[src/rtl/cusi_regs.vh]
// Purpose: Constants for the card update status indicator
// Assumes: 20 MHz system clock
// Notes:   Times are kept in their own unit, cycle counts derived in RTL
`ifndef CUSI_REGS_VH
`define CUSI_REGS_VH

// ==========================================
// Timing
`define CUSI_CLK_HZ        20000000
`define CUSI_UPD_LIMIT_S   300
`define CUSI_WINDOW_S      5
`define CUSI_FLASH_HALF_MS 500
`define CUSI_FAST_HALF_MS  100

// ==========================================
// LED colour codes
`define CUSI_LED_OFF    3'h0
`define CUSI_LED_BLUE   3'h1
`define CUSI_LED_YELLOW 3'h2
`define CUSI_LED_WHITE  3'h3

// ==========================================
// Update trigger and error numbers
`define CUSI_TRIG_VALUE 8'h1b
`define CUSI_ERR_NONE   5'h00
`define CUSI_ERR_EEPROM 5'h01
`define CUSI_ERR_NOIMG  5'h02
`define CUSI_ERR_SAME   5'h03
`define CUSI_ERR_BADIMG 5'h04
`define CUSI_ERR_DUPF   5'h05
`define CUSI_ERR_RAM    5'h06
`define CUSI_ERR_AFTCS  5'h07
`define CUSI_ERR_VPP    5'h08
`define CUSI_ERR_VPPON  5'h0e
`define CUSI_ERR_VPPOFF 5'h13
`define CUSI_ERR_ERASE  5'h10
`define CUSI_ERR_WRITE  5'h11
`define CUSI_ERR_VERIFY 5'h12
`define CUSI_ERR_PULLED 5'h17
`define CUSI_ERR_CSUM   5'h19

`endif

[src/rtl/cusi_flash_code.v]
// Purpose: Repeating LED flash code sequencer for one or two pulse groups
// Assumes: tick_in is a one-cycle pulse every 500 ms
// Notes:   White 1 s, dark 1 s, pulses, [dark 1 s, pulses], dark 1 s, repeat
`timescale 1ns/100ps
`include "cusi_regs.vh"

module cusi_flash_code (
	input  wire       sys_clk_in,
	input  wire       rst_in,
	input  wire       tick_in,
	input  wire       run_in,
	input  wire [4:0] first_in,
	input  wire [4:0] second_in,
	output reg  [2:0] led_out
);

	// ==========================================
	// Sequencer
	localparam ST_WHITE = 3'h0;
	localparam ST_GAP1  = 3'h1;
	localparam ST_PULSE = 3'h2;
	localparam ST_MID   = 3'h3;
	localparam ST_GAP2  = 3'h4;

	reg [2:0] state;
	reg       half;    // Second 500 ms of a 1 s phase
	reg [4:0] count;   // Pulses left in the group
	reg       group2;  // Second group in progress

	// Each phase lasts two ticks; a pulse is one tick on, one tick off
	always @(posedge sys_clk_in) begin
		if (rst_in || !run_in) begin
			state  <= ST_WHITE;
			half   <= 1'b0;
			count  <= 5'h00;
			group2 <= 1'b0;
		end else if (tick_in) begin
			half <= ~half;
			if (half) begin
				case (state)
				ST_WHITE: state <= ST_GAP1;
				ST_GAP1: begin
					state <= ST_PULSE;
					count <= first_in;
					group2 <= 1'b0;
				end
				ST_PULSE: begin
					if (count > 5'h01) begin
						count <= count - 5'h01;
					end else if (!group2 && second_in != `CUSI_ERR_NONE) begin
						state <= ST_MID;
					end else begin
						state <= ST_GAP2;
					end
				end
				ST_MID: begin
					state  <= ST_PULSE;
					count  <= second_in;
					group2 <= 1'b1;
				end
				ST_GAP2: state <= ST_WHITE;          // Repeats forever
				default: state <= ST_WHITE;
				endcase
			end
		end
	end

	// Output colour from the phase
	always @(posedge sys_clk_in) begin
		if (rst_in || !run_in)
			led_out <= `CUSI_LED_OFF;
		else if (state == ST_WHITE)
			led_out <= `CUSI_LED_WHITE;
		else if (state == ST_PULSE && !half && !(tick_in))
			led_out <= `CUSI_LED_WHITE;
		else if (state == ST_PULSE && half && tick_in && count > 5'h01)
			led_out <= `CUSI_LED_WHITE;
		else
			led_out <= `CUSI_LED_OFF;
	end

endmodule // cusi_flash_code

[src/rtl/cusi_top.v]
// Purpose: Card-based firmware update sequencing and status LED signalling
// Assumes: Update engine, card slot and menu are outside; inputs synchronous
// Notes:   Error outcomes latch until power is removed (reset)
`timescale 1ns/100ps
`include "cusi_regs.vh"

module cusi_top #(
	parameter CLK_HZ = `CUSI_CLK_HZ,
	parameter HALF_CYC = CLK_HZ / 1000 * `CUSI_FLASH_HALF_MS,
	parameter FAST_CYC = CLK_HZ / 1000 * `CUSI_FAST_HALF_MS,
	parameter WIN_TICKS = `CUSI_WINDOW_S * 2,
	parameter LIM_TICKS = `CUSI_UPD_LIMIT_S * 2
) (
	input  wire       sys_clk_in,
	input  wire       rst_in,
	input  wire       card_busy_in,
	input  wire       card_present_in,
	input  wire       first_yellow_in,
	input  wire [7:0] trig_value_in,
	input  wire       trig_confirm_in,
	input  wire       upd_done_in,
	input  wire       upd_fail_in,
	input  wire [4:0] upd_err_in,
	input  wire       csum_flag_in,
	input  wire [2:0] normal_led_in,
	output reg  [2:0] led_out,
	output reg        upd_start_out,
	output reg        upd_wait_out,
	output reg        restart_out,
	output reg        window_out
);

	// ==========================================
	// 500 ms and fast flash dividers
	reg [31:0] div_cnt;
	reg [31:0] fast_cnt;
	reg        tick;
	reg        fast_led;

	always @(posedge sys_clk_in) begin
		if (rst_in) begin
			div_cnt  <= 32'h0;
			tick     <= 1'b0;
		end else if (div_cnt == HALF_CYC - 1) begin
			div_cnt  <= 32'h0;
			tick     <= 1'b1;
		end else begin
			div_cnt  <= div_cnt + 32'h1;
			tick     <= 1'b0;
		end
	end

	// Fast flash toggle for the reinsertion window
	always @(posedge sys_clk_in) begin
		if (rst_in) begin
			fast_cnt <= 32'h0;
			fast_led <= 1'b0;
		end else if (fast_cnt == FAST_CYC - 1) begin
			fast_cnt <= 32'h0;
			fast_led <= ~fast_led;
		end else begin
			fast_cnt <= fast_cnt + 32'h1;
		end
	end

	// ==========================================
	// Sequencer
	localparam ST_IDLE   = 3'h0;
	localparam ST_WIN    = 3'h1;
	localparam ST_REINS  = 3'h2;
	localparam ST_UPDATE = 3'h3;
	localparam ST_RESTRT = 3'h4;
	localparam ST_ERROR  = 3'h5;

	reg  [2:0]  state;
	reg  [9:0]  ticks;      // 500 ms units since the window or the update began
	reg         seen_yel;   // Window opens only once per power-up
	reg  [4:0]  err_a;
	reg  [4:0]  err_b;
	wire        menu_trig = trig_confirm_in &&
	                        trig_value_in == `CUSI_TRIG_VALUE;

	// Error number mapping; codes 0x0e and 0x13 split into the pair 8 then the code
	function [9:0] cusi_map;
		input [4:0] e;
		begin
			if (e == `CUSI_ERR_VPPON || e == `CUSI_ERR_VPPOFF)
				cusi_map = {`CUSI_ERR_VPP, e};
			else
				cusi_map = {e, `CUSI_ERR_NONE};
		end
	endfunction

	always @(posedge sys_clk_in) begin
		if (rst_in) begin
			state     <= ST_IDLE;
			ticks     <= 10'h0;
			seen_yel  <= 1'b0;
			err_a     <= `CUSI_ERR_NONE;
			err_b     <= `CUSI_ERR_NONE;
			upd_start_out <= 1'b0;
			restart_out   <= 1'b0;
		end else begin
			upd_start_out <= 1'b0;
			restart_out   <= 1'b0;
			if (tick)
				ticks <= ticks + 10'h1;
			case (state)
			ST_IDLE: begin
				ticks <= 10'h0;
				if (csum_flag_in) begin
					state <= ST_ERROR;
					err_a <= `CUSI_ERR_AFTCS;
				end else if (menu_trig) begin
					state <= ST_UPDATE;
					upd_start_out <= 1'b1;
				end else if (first_yellow_in && !seen_yel) begin
					seen_yel <= 1'b1;
					state <= ST_WIN;
				end
			end
			ST_WIN: begin
				if (ticks >= WIN_TICKS)
					state <= ST_IDLE;
				else if (!card_present_in)
					state <= ST_REINS;
			end
			ST_REINS: begin
				if (ticks >= WIN_TICKS) begin
					state <= ST_IDLE;
				end else if (card_present_in) begin
					state <= ST_UPDATE;
					ticks <= 10'h0;
					upd_start_out <= 1'b1;
				end
			end
			ST_UPDATE: begin
				if (!card_present_in) begin
					state <= ST_ERROR;
					err_a <= `CUSI_ERR_PULLED;
				end else if (upd_fail_in) begin
					state <= ST_ERROR;
					{err_a, err_b} <= cusi_map(upd_err_in);
				end else if (upd_done_in) begin
					state <= ST_RESTRT;
				end else if (ticks >= LIM_TICKS) begin
					state <= ST_RESTRT;              // Bound
				end
			end
			ST_RESTRT: begin
				restart_out <= 1'b1;
				state <= ST_IDLE;
				ticks <= 10'h0;
			end
			ST_ERROR: state <= ST_ERROR;             // Held until power-off
			default: state <= ST_IDLE;
			endcase
		end
	end

	// Waiting and window indications
	always @(posedge sys_clk_in) begin
		if (rst_in) begin
			upd_wait_out <= 1'b0;
			window_out   <= 1'b0;
		end else begin
			upd_wait_out <= (state == ST_UPDATE);
			window_out   <= (state == ST_WIN) || (state == ST_REINS);
		end
	end

	// ==========================================
	// Flash code sequencer
	wire [2:0] code_led;

	cusi_flash_code u_code (
		.sys_clk_in (sys_clk_in),
		.rst_in     (rst_in),
		.tick_in    (tick),
		.run_in     (state == ST_ERROR),
		.first_in   (err_a),
		.second_in  (err_b),
		.led_out    (code_led)
	);

	// LED priority: error code, card access, window flash, normal
	always @(posedge sys_clk_in) begin
		if (rst_in)
			led_out <= `CUSI_LED_OFF;
		else if (state == ST_ERROR)
			led_out <= code_led;
		else if (card_busy_in)
			led_out <= `CUSI_LED_BLUE;
		else if (state == ST_WIN || state == ST_REINS)
			led_out <= fast_led ? `CUSI_LED_YELLOW : `CUSI_LED_OFF;
		else
			led_out <= normal_led_in;
	end

endmodule // cusi_top

[config.mk]
export PLATFORM = sky130hd
export DESIGN_NAME = cusi_top
export DESIGN_NICKNAME = d
export VERILOG_FILES = /design/src/rtl/cusi_flash_code.v /design/src/rtl/cusi_top.v
export VERILOG_INCLUDE_DIRS = /design/src /design/src/rtl
export SDC_FILE = /design/constraint.sdc
export NUM_CORES = 1
export LEC_CHECK = 0
export ABC_AREA = 1
export ABC_CLOCK_PERIOD_IN_PS = 1800
export BUFFER_PORTS_ARGS = -buffer_cell sky130_fd_sc_hd__buf_2
export CAP_MARGIN = 20
export CORE_ASPECT_RATIO = 2
export CORE_MARGIN = 1
export CORE_UTILIZATION = 51
export DETAILED_ROUTE_END_ITERATION = 10
export GPL_ROUTABILITY_DRIVEN = 0
export PLACE_DENSITY = 0.78
export SLEW_MARGIN = 20
export SYNTH_ARGS = -nofsm -noshare
export SYNTH_HDL_FRONTEND = slang
export SYNTH_SLANG_ARGS = --single-unit
[constraint.sdc]
create_clock -name sys_clk_in -period 1.8 [get_ports sys_clk_in]
set_clock_uncertainty 0.1 [all_clocks]
set_input_delay 0.09 -clock sys_clk_in [delete_from_list [all_inputs] [get_ports sys_clk_in]]
set_output_delay 0.09 -clock sys_clk_in [all_outputs]
set_load 0.05 [all_outputs]
==> reports/results.ini, run 1 <==
[status]
status=finished, final reports clean

[timing]
relSlewSlack_pct=73.82
finalHoldViolCount=0
fin_crit_ps=1725
fmax_mhz=579.7
tightest_slew_ps=389.7
finalCritPeriodShare_pct=95.83
report.final.slew_viol_count=0
finalSetupViolations=0
tns_ps=0

[critical_path]
cp_max_fo=3
critPathArrivalTime_ps=1870
critPathMaxStageDelay_ps=540
end_kind=flop
required_ps=1940
crit_path_start=upd_err_in[2]
worst_path_max_delay_cell=dlygate4sd3_1
worst_r2r_startpoint=state[1]$_SDFFE_PP0P_
crit_chain=dlygate4sd3_1, buf_2, nor3_1, nand3_1, nand2_1, nand2_1, dlygate4sd3_1, nand2_1, a21oi_1
cp.depth=9
critPathBufInv=3
startpoint_type=input port
path_class=in2reg
r2r_slack_ps=90
r2r_end=led_out[2]$_SDFF_PP0_
ff2ff_path_depth=7
cp-endpoint=err_a[4]$_SDFFE_PP0P_
path_common_cell=nand2_1
critPathTopFamily=buffers and inverters

[finish]
final_core_util_pct=61.67
area_delta_synth_final_pct=16.56
layout_common_cells=nand2_1, nor2_1, dfxtp_1
drive_above_1_share_pct=16.28
instances_no_fill=1086
fin_area_mm2=0.006792
fin_nets=972
final_common_cell=nand2_1
n_antenna_cell=0

[cts]
h-tree-depth=3
cts_tree=done
cts-root-buf=clkbuf_16
cts_sinks=108
clockBufferDepth=2
insertion_delay_ps=350
clk_pin_slew_ps=70
numCtsBuffers=9

[synthesis]
synthFlopType=dfxtp_1
synth-seq-cells=108
synth.cell_area_mm2=0.005827
avgSynthCellArea_um2=6.667
ys_warn_count=0
seq_area_frac_synth_pct=37.11
yosysUniqueCellTypes=37
netlist_instances=874
async_flop_share_pct=0
synth_fp_nets=905
synth_edf_count=0

[placed_design]
placed_cell_area_mm2=0.006280
dp_cells=1054
io_buffers=31
hpwl_um=11150

[routing]
drt_first_pass_iters=7
antenna_left=0
drc=0
dr.first_iter.drc_count=242
top_layer=met4
wire_per_inst_um=13.63
wl_um=14800
wl_met2_um=8006
wl_met1_um=5319
vias=5863
vias_per_cell=5.399
route.met3.wl_um=458

[floorplanning]
start_util_pct=52.91
die_height_um=153.2
rows=54
dieArea_mm2=0.01188
io_pins=32
die_w_um=77.58
fp.coreArea_mm2=0.01101

[global_routing]
grt_max_degree=29
antenna_found_initial=0
grt_use_total_pct=24.78
grt_overflow=0
grt_first_pass_wirelength_um=23290
grt_pass1_vias=5512

[power_and_ir_drop]
p_leak_uw=0.002498
p_per_area_mw_per_mm2=782.7
peakVddDrop_uv=659.0
power_uw=5316

[run]
maxCapViolCount=0

[min_path]
hold_class=in2reg

cell usage after synthesis (2+ instances only):
master / number / area share, %
nand2_1: 214 / 14
nor2_1: 124 / 8.0
dfxtp_1: 108 / 37
inv_1: 99 / 6.4
a21oi_1: 66 / 5.7
nand3_1: 56 / 4.8
nand4_1: 31 / 3.3
o21ai_0: 26 / 2.2
nor3_1: 25 / 2.1
inv_2: 20 / 1.3
nor3_2: 11 / 1.9
xor2_1: 11 / 1.7
nand2_2: 10 / 1.1
nor2_4: 7 / 1.4
or2_0: 7 / 0.75
ha_1: 6 / 1.3
nor2_2: 6 / 0.64
xnor2_1: 6 / 0.90
or2_2: 5 / 0.54
buf_2: 4 / 0.34
buf_4: 3 / 0.39
nand3_2: 3 / 0.52
nand3b_1: 3 / 0.39
nor3b_1: 3 / 0.39
o211ai_1: 3 / 0.39
a211oi_1: 2 / 0.26
clkbuf_1: 2 / 0.13
nand2_4: 2 / 0.39
nor2_8: 2 / 0.69
o21ai_1: 2 / 0.17
worst reg2reg max path: stages, from the launching register on:
cell and delay [ps]:
dfxtp_1 390, inv_1 100, nand2_1 140, nor2_2 60
inv_1 50, nand2_1 100, nor3_1 170, dlygate4sd3_1 550
flip-flops by register name, summed over array words and instances, names as in the netlist, 3 cells and up:
name and cells:
div_cnt 32, err_a 5, led_out 3, state 3
fast_cnt 32, u_code.state 3, ticks 10, u_code.count 5
err_b 5
what timing repair did:
| action | in CTS | in global routing |
|---|---|---|
| hold endpoints to repair | 8 | 0 |
| setup buffers | 0 | 5 |
| gates resized for setup | 0 | 18 |
| setup endpoints to repair | 0 | 62 |
| hold buffers | 10 | 0 |
cell type report:
type	instances	area, um2
clock buffers	10	239.0
clock inverters	6	46.29
fillers	1045	4222
inverters	119	446.7
multi-input cells	638	3229
flip-flops and latches	108	2165
well taps	140	175.2
repair buffers	65	490.5
routing by layer:
| layer | up-vias | GRT usage (%) |
|---|---|---|
| met5 | - | 0 |
| met4 | 0 | 18.15 |
| met3 | 78 | 3.821 |
| met2 | 176 | 47.49 |
| met1 | 2664 | 22.64 |
| li1 | 2945 | - |
power by group:
group          switching (uW)  total [uW]  internal [uW]
Combinational             553         828            275
Clock                     923        1910            990
Sequential               75.5        2570           2500
Total                    1550        5320           3760
worst min path at each step:
stage,slack (ps),start,cells past startpoint,endpoint
global placement,240,normal_led_in[2],3,led_out[2]$_SDFF_PP0_
global route,40,upd_err_in[3],3,err_a[3]$_SDFFE_PP0P_
detailed placement,240,normal_led_in[2],3,led_out[2]$_SDFF_PP0_
CTS,7,csum_flag_in,4,seen_yel$_SDFFE_PP0P_
finish,20,csum_flag_in,4,seen_yel$_SDFFE_PP0P_
floorplan,70,rst_in,1,restart_out$_SDFF_PP0_
logic make-up after synthesis:
| group | share of synthesized area (%) |
|---|---|
| AND/OR/NAND/NOR | 41.38 |
| buffers and inverters | 8.525 |
| flip-flops | 37.11 |
| AO/OA/AOI/OAI | 9.147 |
| XOR/XNOR | 2.555 |
| adder cells (fa/ha/maj) | 1.288 |
through the flow:
stage	worst slack, ps	hold slack (ps)
after floorplan	238.5	66.79
after global placement	99.90	237.5
after detailed placement	80.47	237.1
after CTS	54.74	7.354
after global routing	-20.43	44.63
final	75.07	15.88
Power figures use the tool's default switching activity.
==> inputs of run 2 (changes only) <==
--- a/config.mk
+++ b/config.mk
@@ -12,10 +12,10 @@
 export CAP_MARGIN = 20
 export CORE_ASPECT_RATIO = 2
 export CORE_MARGIN = 1
-export CORE_UTILIZATION = 51
+export CORE_UTILIZATION = 47
 export DETAILED_ROUTE_END_ITERATION = 10
 export GPL_ROUTABILITY_DRIVEN = 0
-export PLACE_DENSITY = 0.78
+export PLACE_DENSITY = 0.74
 export SLEW_MARGIN = 20
 export SYNTH_ARGS = -nofsm -noshare
 export SYNTH_HDL_FRONTEND = slang
==> reports/results.ini, run 2 (same netlist as run 1, synthesis figures left out) <==
[status]
status=finished, final reports clean  ; unchanged

[cts]
h-tree-depth=3  ; unchanged
cts_tree=done  ; unchanged
clk_pin_slew_ps=80  ; was 70 ps
cts-root-buf=clkbuf_16  ; unchanged
numCtsBuffers=9  ; unchanged
clockBufferDepth=2  ; unchanged
insertion_delay_ps=350  ; about the same
cts_sinks=108  ; unchanged

[critical_path]
startpoint_type=flop  ; was input port
critPathArrivalTime_ps=1870  ; about the same
ff2ff_path_depth=7  ; unchanged
end_kind=flop  ; unchanged
required_ps=1940  ; about the same
path_class=reg2reg  ; was in2reg
cp_max_fo=5  ; was 3

[finish]
area_delta_synth_final_pct=16.49  ; was 16.56%
n_antenna_cell=0  ; unchanged
final_core_util_pct=55.99  ; was 61.67%
fillCellCount=1183  ; was 1045
final_common_cell=nand2_1  ; unchanged
register_area_mm2=0.002166  ; was 0.002165 mm2
layout_common_cells=nand2_1, nor2_1, dfxtp_1  ; unchanged
fin_nets=968  ; was 972
largestRegisters=div_cnt (32), fast_cnt (32), ticks (10)  ; unchanged
drive_above_1_share_pct=15.39  ; was 16.28%
multiInputGateArea_mm2=0.003211  ; was 0.003229 mm2

[min_path]
worstHoldPathCells=5  ; was 4
hold_class=in2reg  ; unchanged

[timing]
finalSetupViolations=0  ; unchanged
tns_ps=0  ; unchanged
fin_crit_ps=1725  ; about the same
holdWs_ps=10.85  ; was 15.88 ps
report.final.slew_viol_count=0  ; unchanged
finalHoldViolCount=0  ; unchanged
rsz0062_at_grt=yes
finalCritPeriodShare_pct=95.83  ; about the same
worst_slack_ps=75.12  ; was 75.07 ps
tightest_slew_ps=571.3  ; was 389.7 ps
fmax_mhz=579.8  ; was 579.7 MHz
relSlewSlack_pct=61.87  ; was 73.82%

[routing]
wl_met2_um=7840  ; was 8006 um
vias=5715  ; was 5863
vias_per_cell=5.248  ; was 5.399
wire_per_inst_um=13.35  ; was 13.63 um
drt_first_pass_iters=4  ; was 7
dr.first_iter.drc_count=291  ; was 242
drc=0  ; unchanged
top_layer=met4  ; unchanged
route.met3.wl_um=354  ; was 458 um
antenna_left=0  ; unchanged
wl_um=14540  ; was 14800 um
wl_met1_um=5188  ; was 5319 um

[power_and_ir_drop]
p_per_area_mw_per_mm2=827.7  ; was 782.7 mW/mm2
peakVddDrop_uv=742.0  ; was 659.0 uV
power_uw=5618  ; was 5316 uW
p_leak_uw=0.002511  ; was 0.002498 uW

[floorplanning]
dieArea_mm2=0.01287  ; was 0.01188 mm2
die_height_um=159.5  ; was 153.2 um
start_util_pct=48.06  ; was 52.91%
die_w_um=80.73  ; was 77.58 um
rows=57  ; was 54
fp.coreArea_mm2=0.01212  ; was 0.01101 mm2
io_pins=32  ; unchanged

[global_routing]
grt_max_degree=21  ; was 29
grt_first_pass_wirelength_um=23250  ; was 23290 um
grt_use_total_pct=23.24  ; was 24.78%
grt_pass1_vias=5467  ; was 5512
grt_overflow=0  ; unchanged
antenna_found_initial=0  ; unchanged

[placed_design]
hpwl_um=11310  ; was 11150 um
io_buffers=31  ; unchanged
dp_slack_ps=34.10  ; was 80.47 ps

[run]
maxCapViolCount=0  ; unchanged

## run 2: cell count changes in the layout (fill, tap and decap cells not counted), moves of 2 or more
| cell | change |
|---|---|
| nor3_1 | +2 |
| nor3_2 | -2 |
| nor2_2 | -2 |
| nand3_2 | -2 |
| bufinv_16 | +2 |
| buf_4 | -4 |
| nor2_1 | +2 |
## run 2: cell type report
class	instances	area share, %
Multi-Input combinational cell	638	47.30
Sequential cell	108	31.91
Tap cell	147	2.710
Clock inverter	7	1.622
Inverter	119	6.581
Clock buffer	9	3.318
Timing Repair Buffer	61	6.562
## run 2: repair_timing
item / in CTS / in global routing
setup buffers: 0 / 0
endpoints found under the setup margin: 0 / 62
gates resized for setup: 0 / 16
endpoints found under the hold margin: 9 / 0
hold buffers: 11 / 0
## run 2: worst paths after layout
path                           from                      to  slack [ps]
max          div_cnt[17]$_SDFF_PP0_  div_cnt[30]$_SDFF_PP0_          80
min                   upd_err_in[4]   err_a[4]$_SDFFE_PP0P_          10
max reg2reg  div_cnt[17]$_SDFF_PP0_  div_cnt[30]$_SDFF_PP0_          80
min reg2reg  fast_cnt[0]$_SDFF_PP0_  fast_cnt[0]$_SDFF_PP0_         320
## run 2: worst max-delay path, cell delays in order (launching register included)
cell and delay (ps):
dfxtp_1 420, inv_1 120, nor3_2 290, nand4_1 150, nor2_1 320, nand2_1 100
nand2_1 70, a21oi_1 50
## run 2: per-layer routing
| metal | vias up | global-route usage (%) |
|---|---|---|
| met2 | 147 | 42.72 |
| met4 | 0 | 18.83 |
| met5 | - | 0 |
| li1 | 2938 | - |
| met3 | 73 | 2.865 |
| met1 | 2557 | 21.80 |
## run 2: where the power goes
| group | leakage, uW | switching, uW | internal, uW | total (uW) |
|---|---|---|---|---|
| Sequential | 0.000874 | 74.4 | 2500 | 2580 |
| Clock | 0.000165 | 952 | 1250 | 2200 |
| Combinational | 0.00147 | 571 | 273 | 844 |
| Total | 0.00251 | 1600 | 4020 | 5620 |
## run 2: stage by stage
stage / cell area, um2 / cells
finish: 6788 / 1089
global route: 6788 / 1089
detailed placement: 6296 / 1062
global placement: 6296 / 1062
floorplan: 5827 / 874
CTS: 6741 / 1089
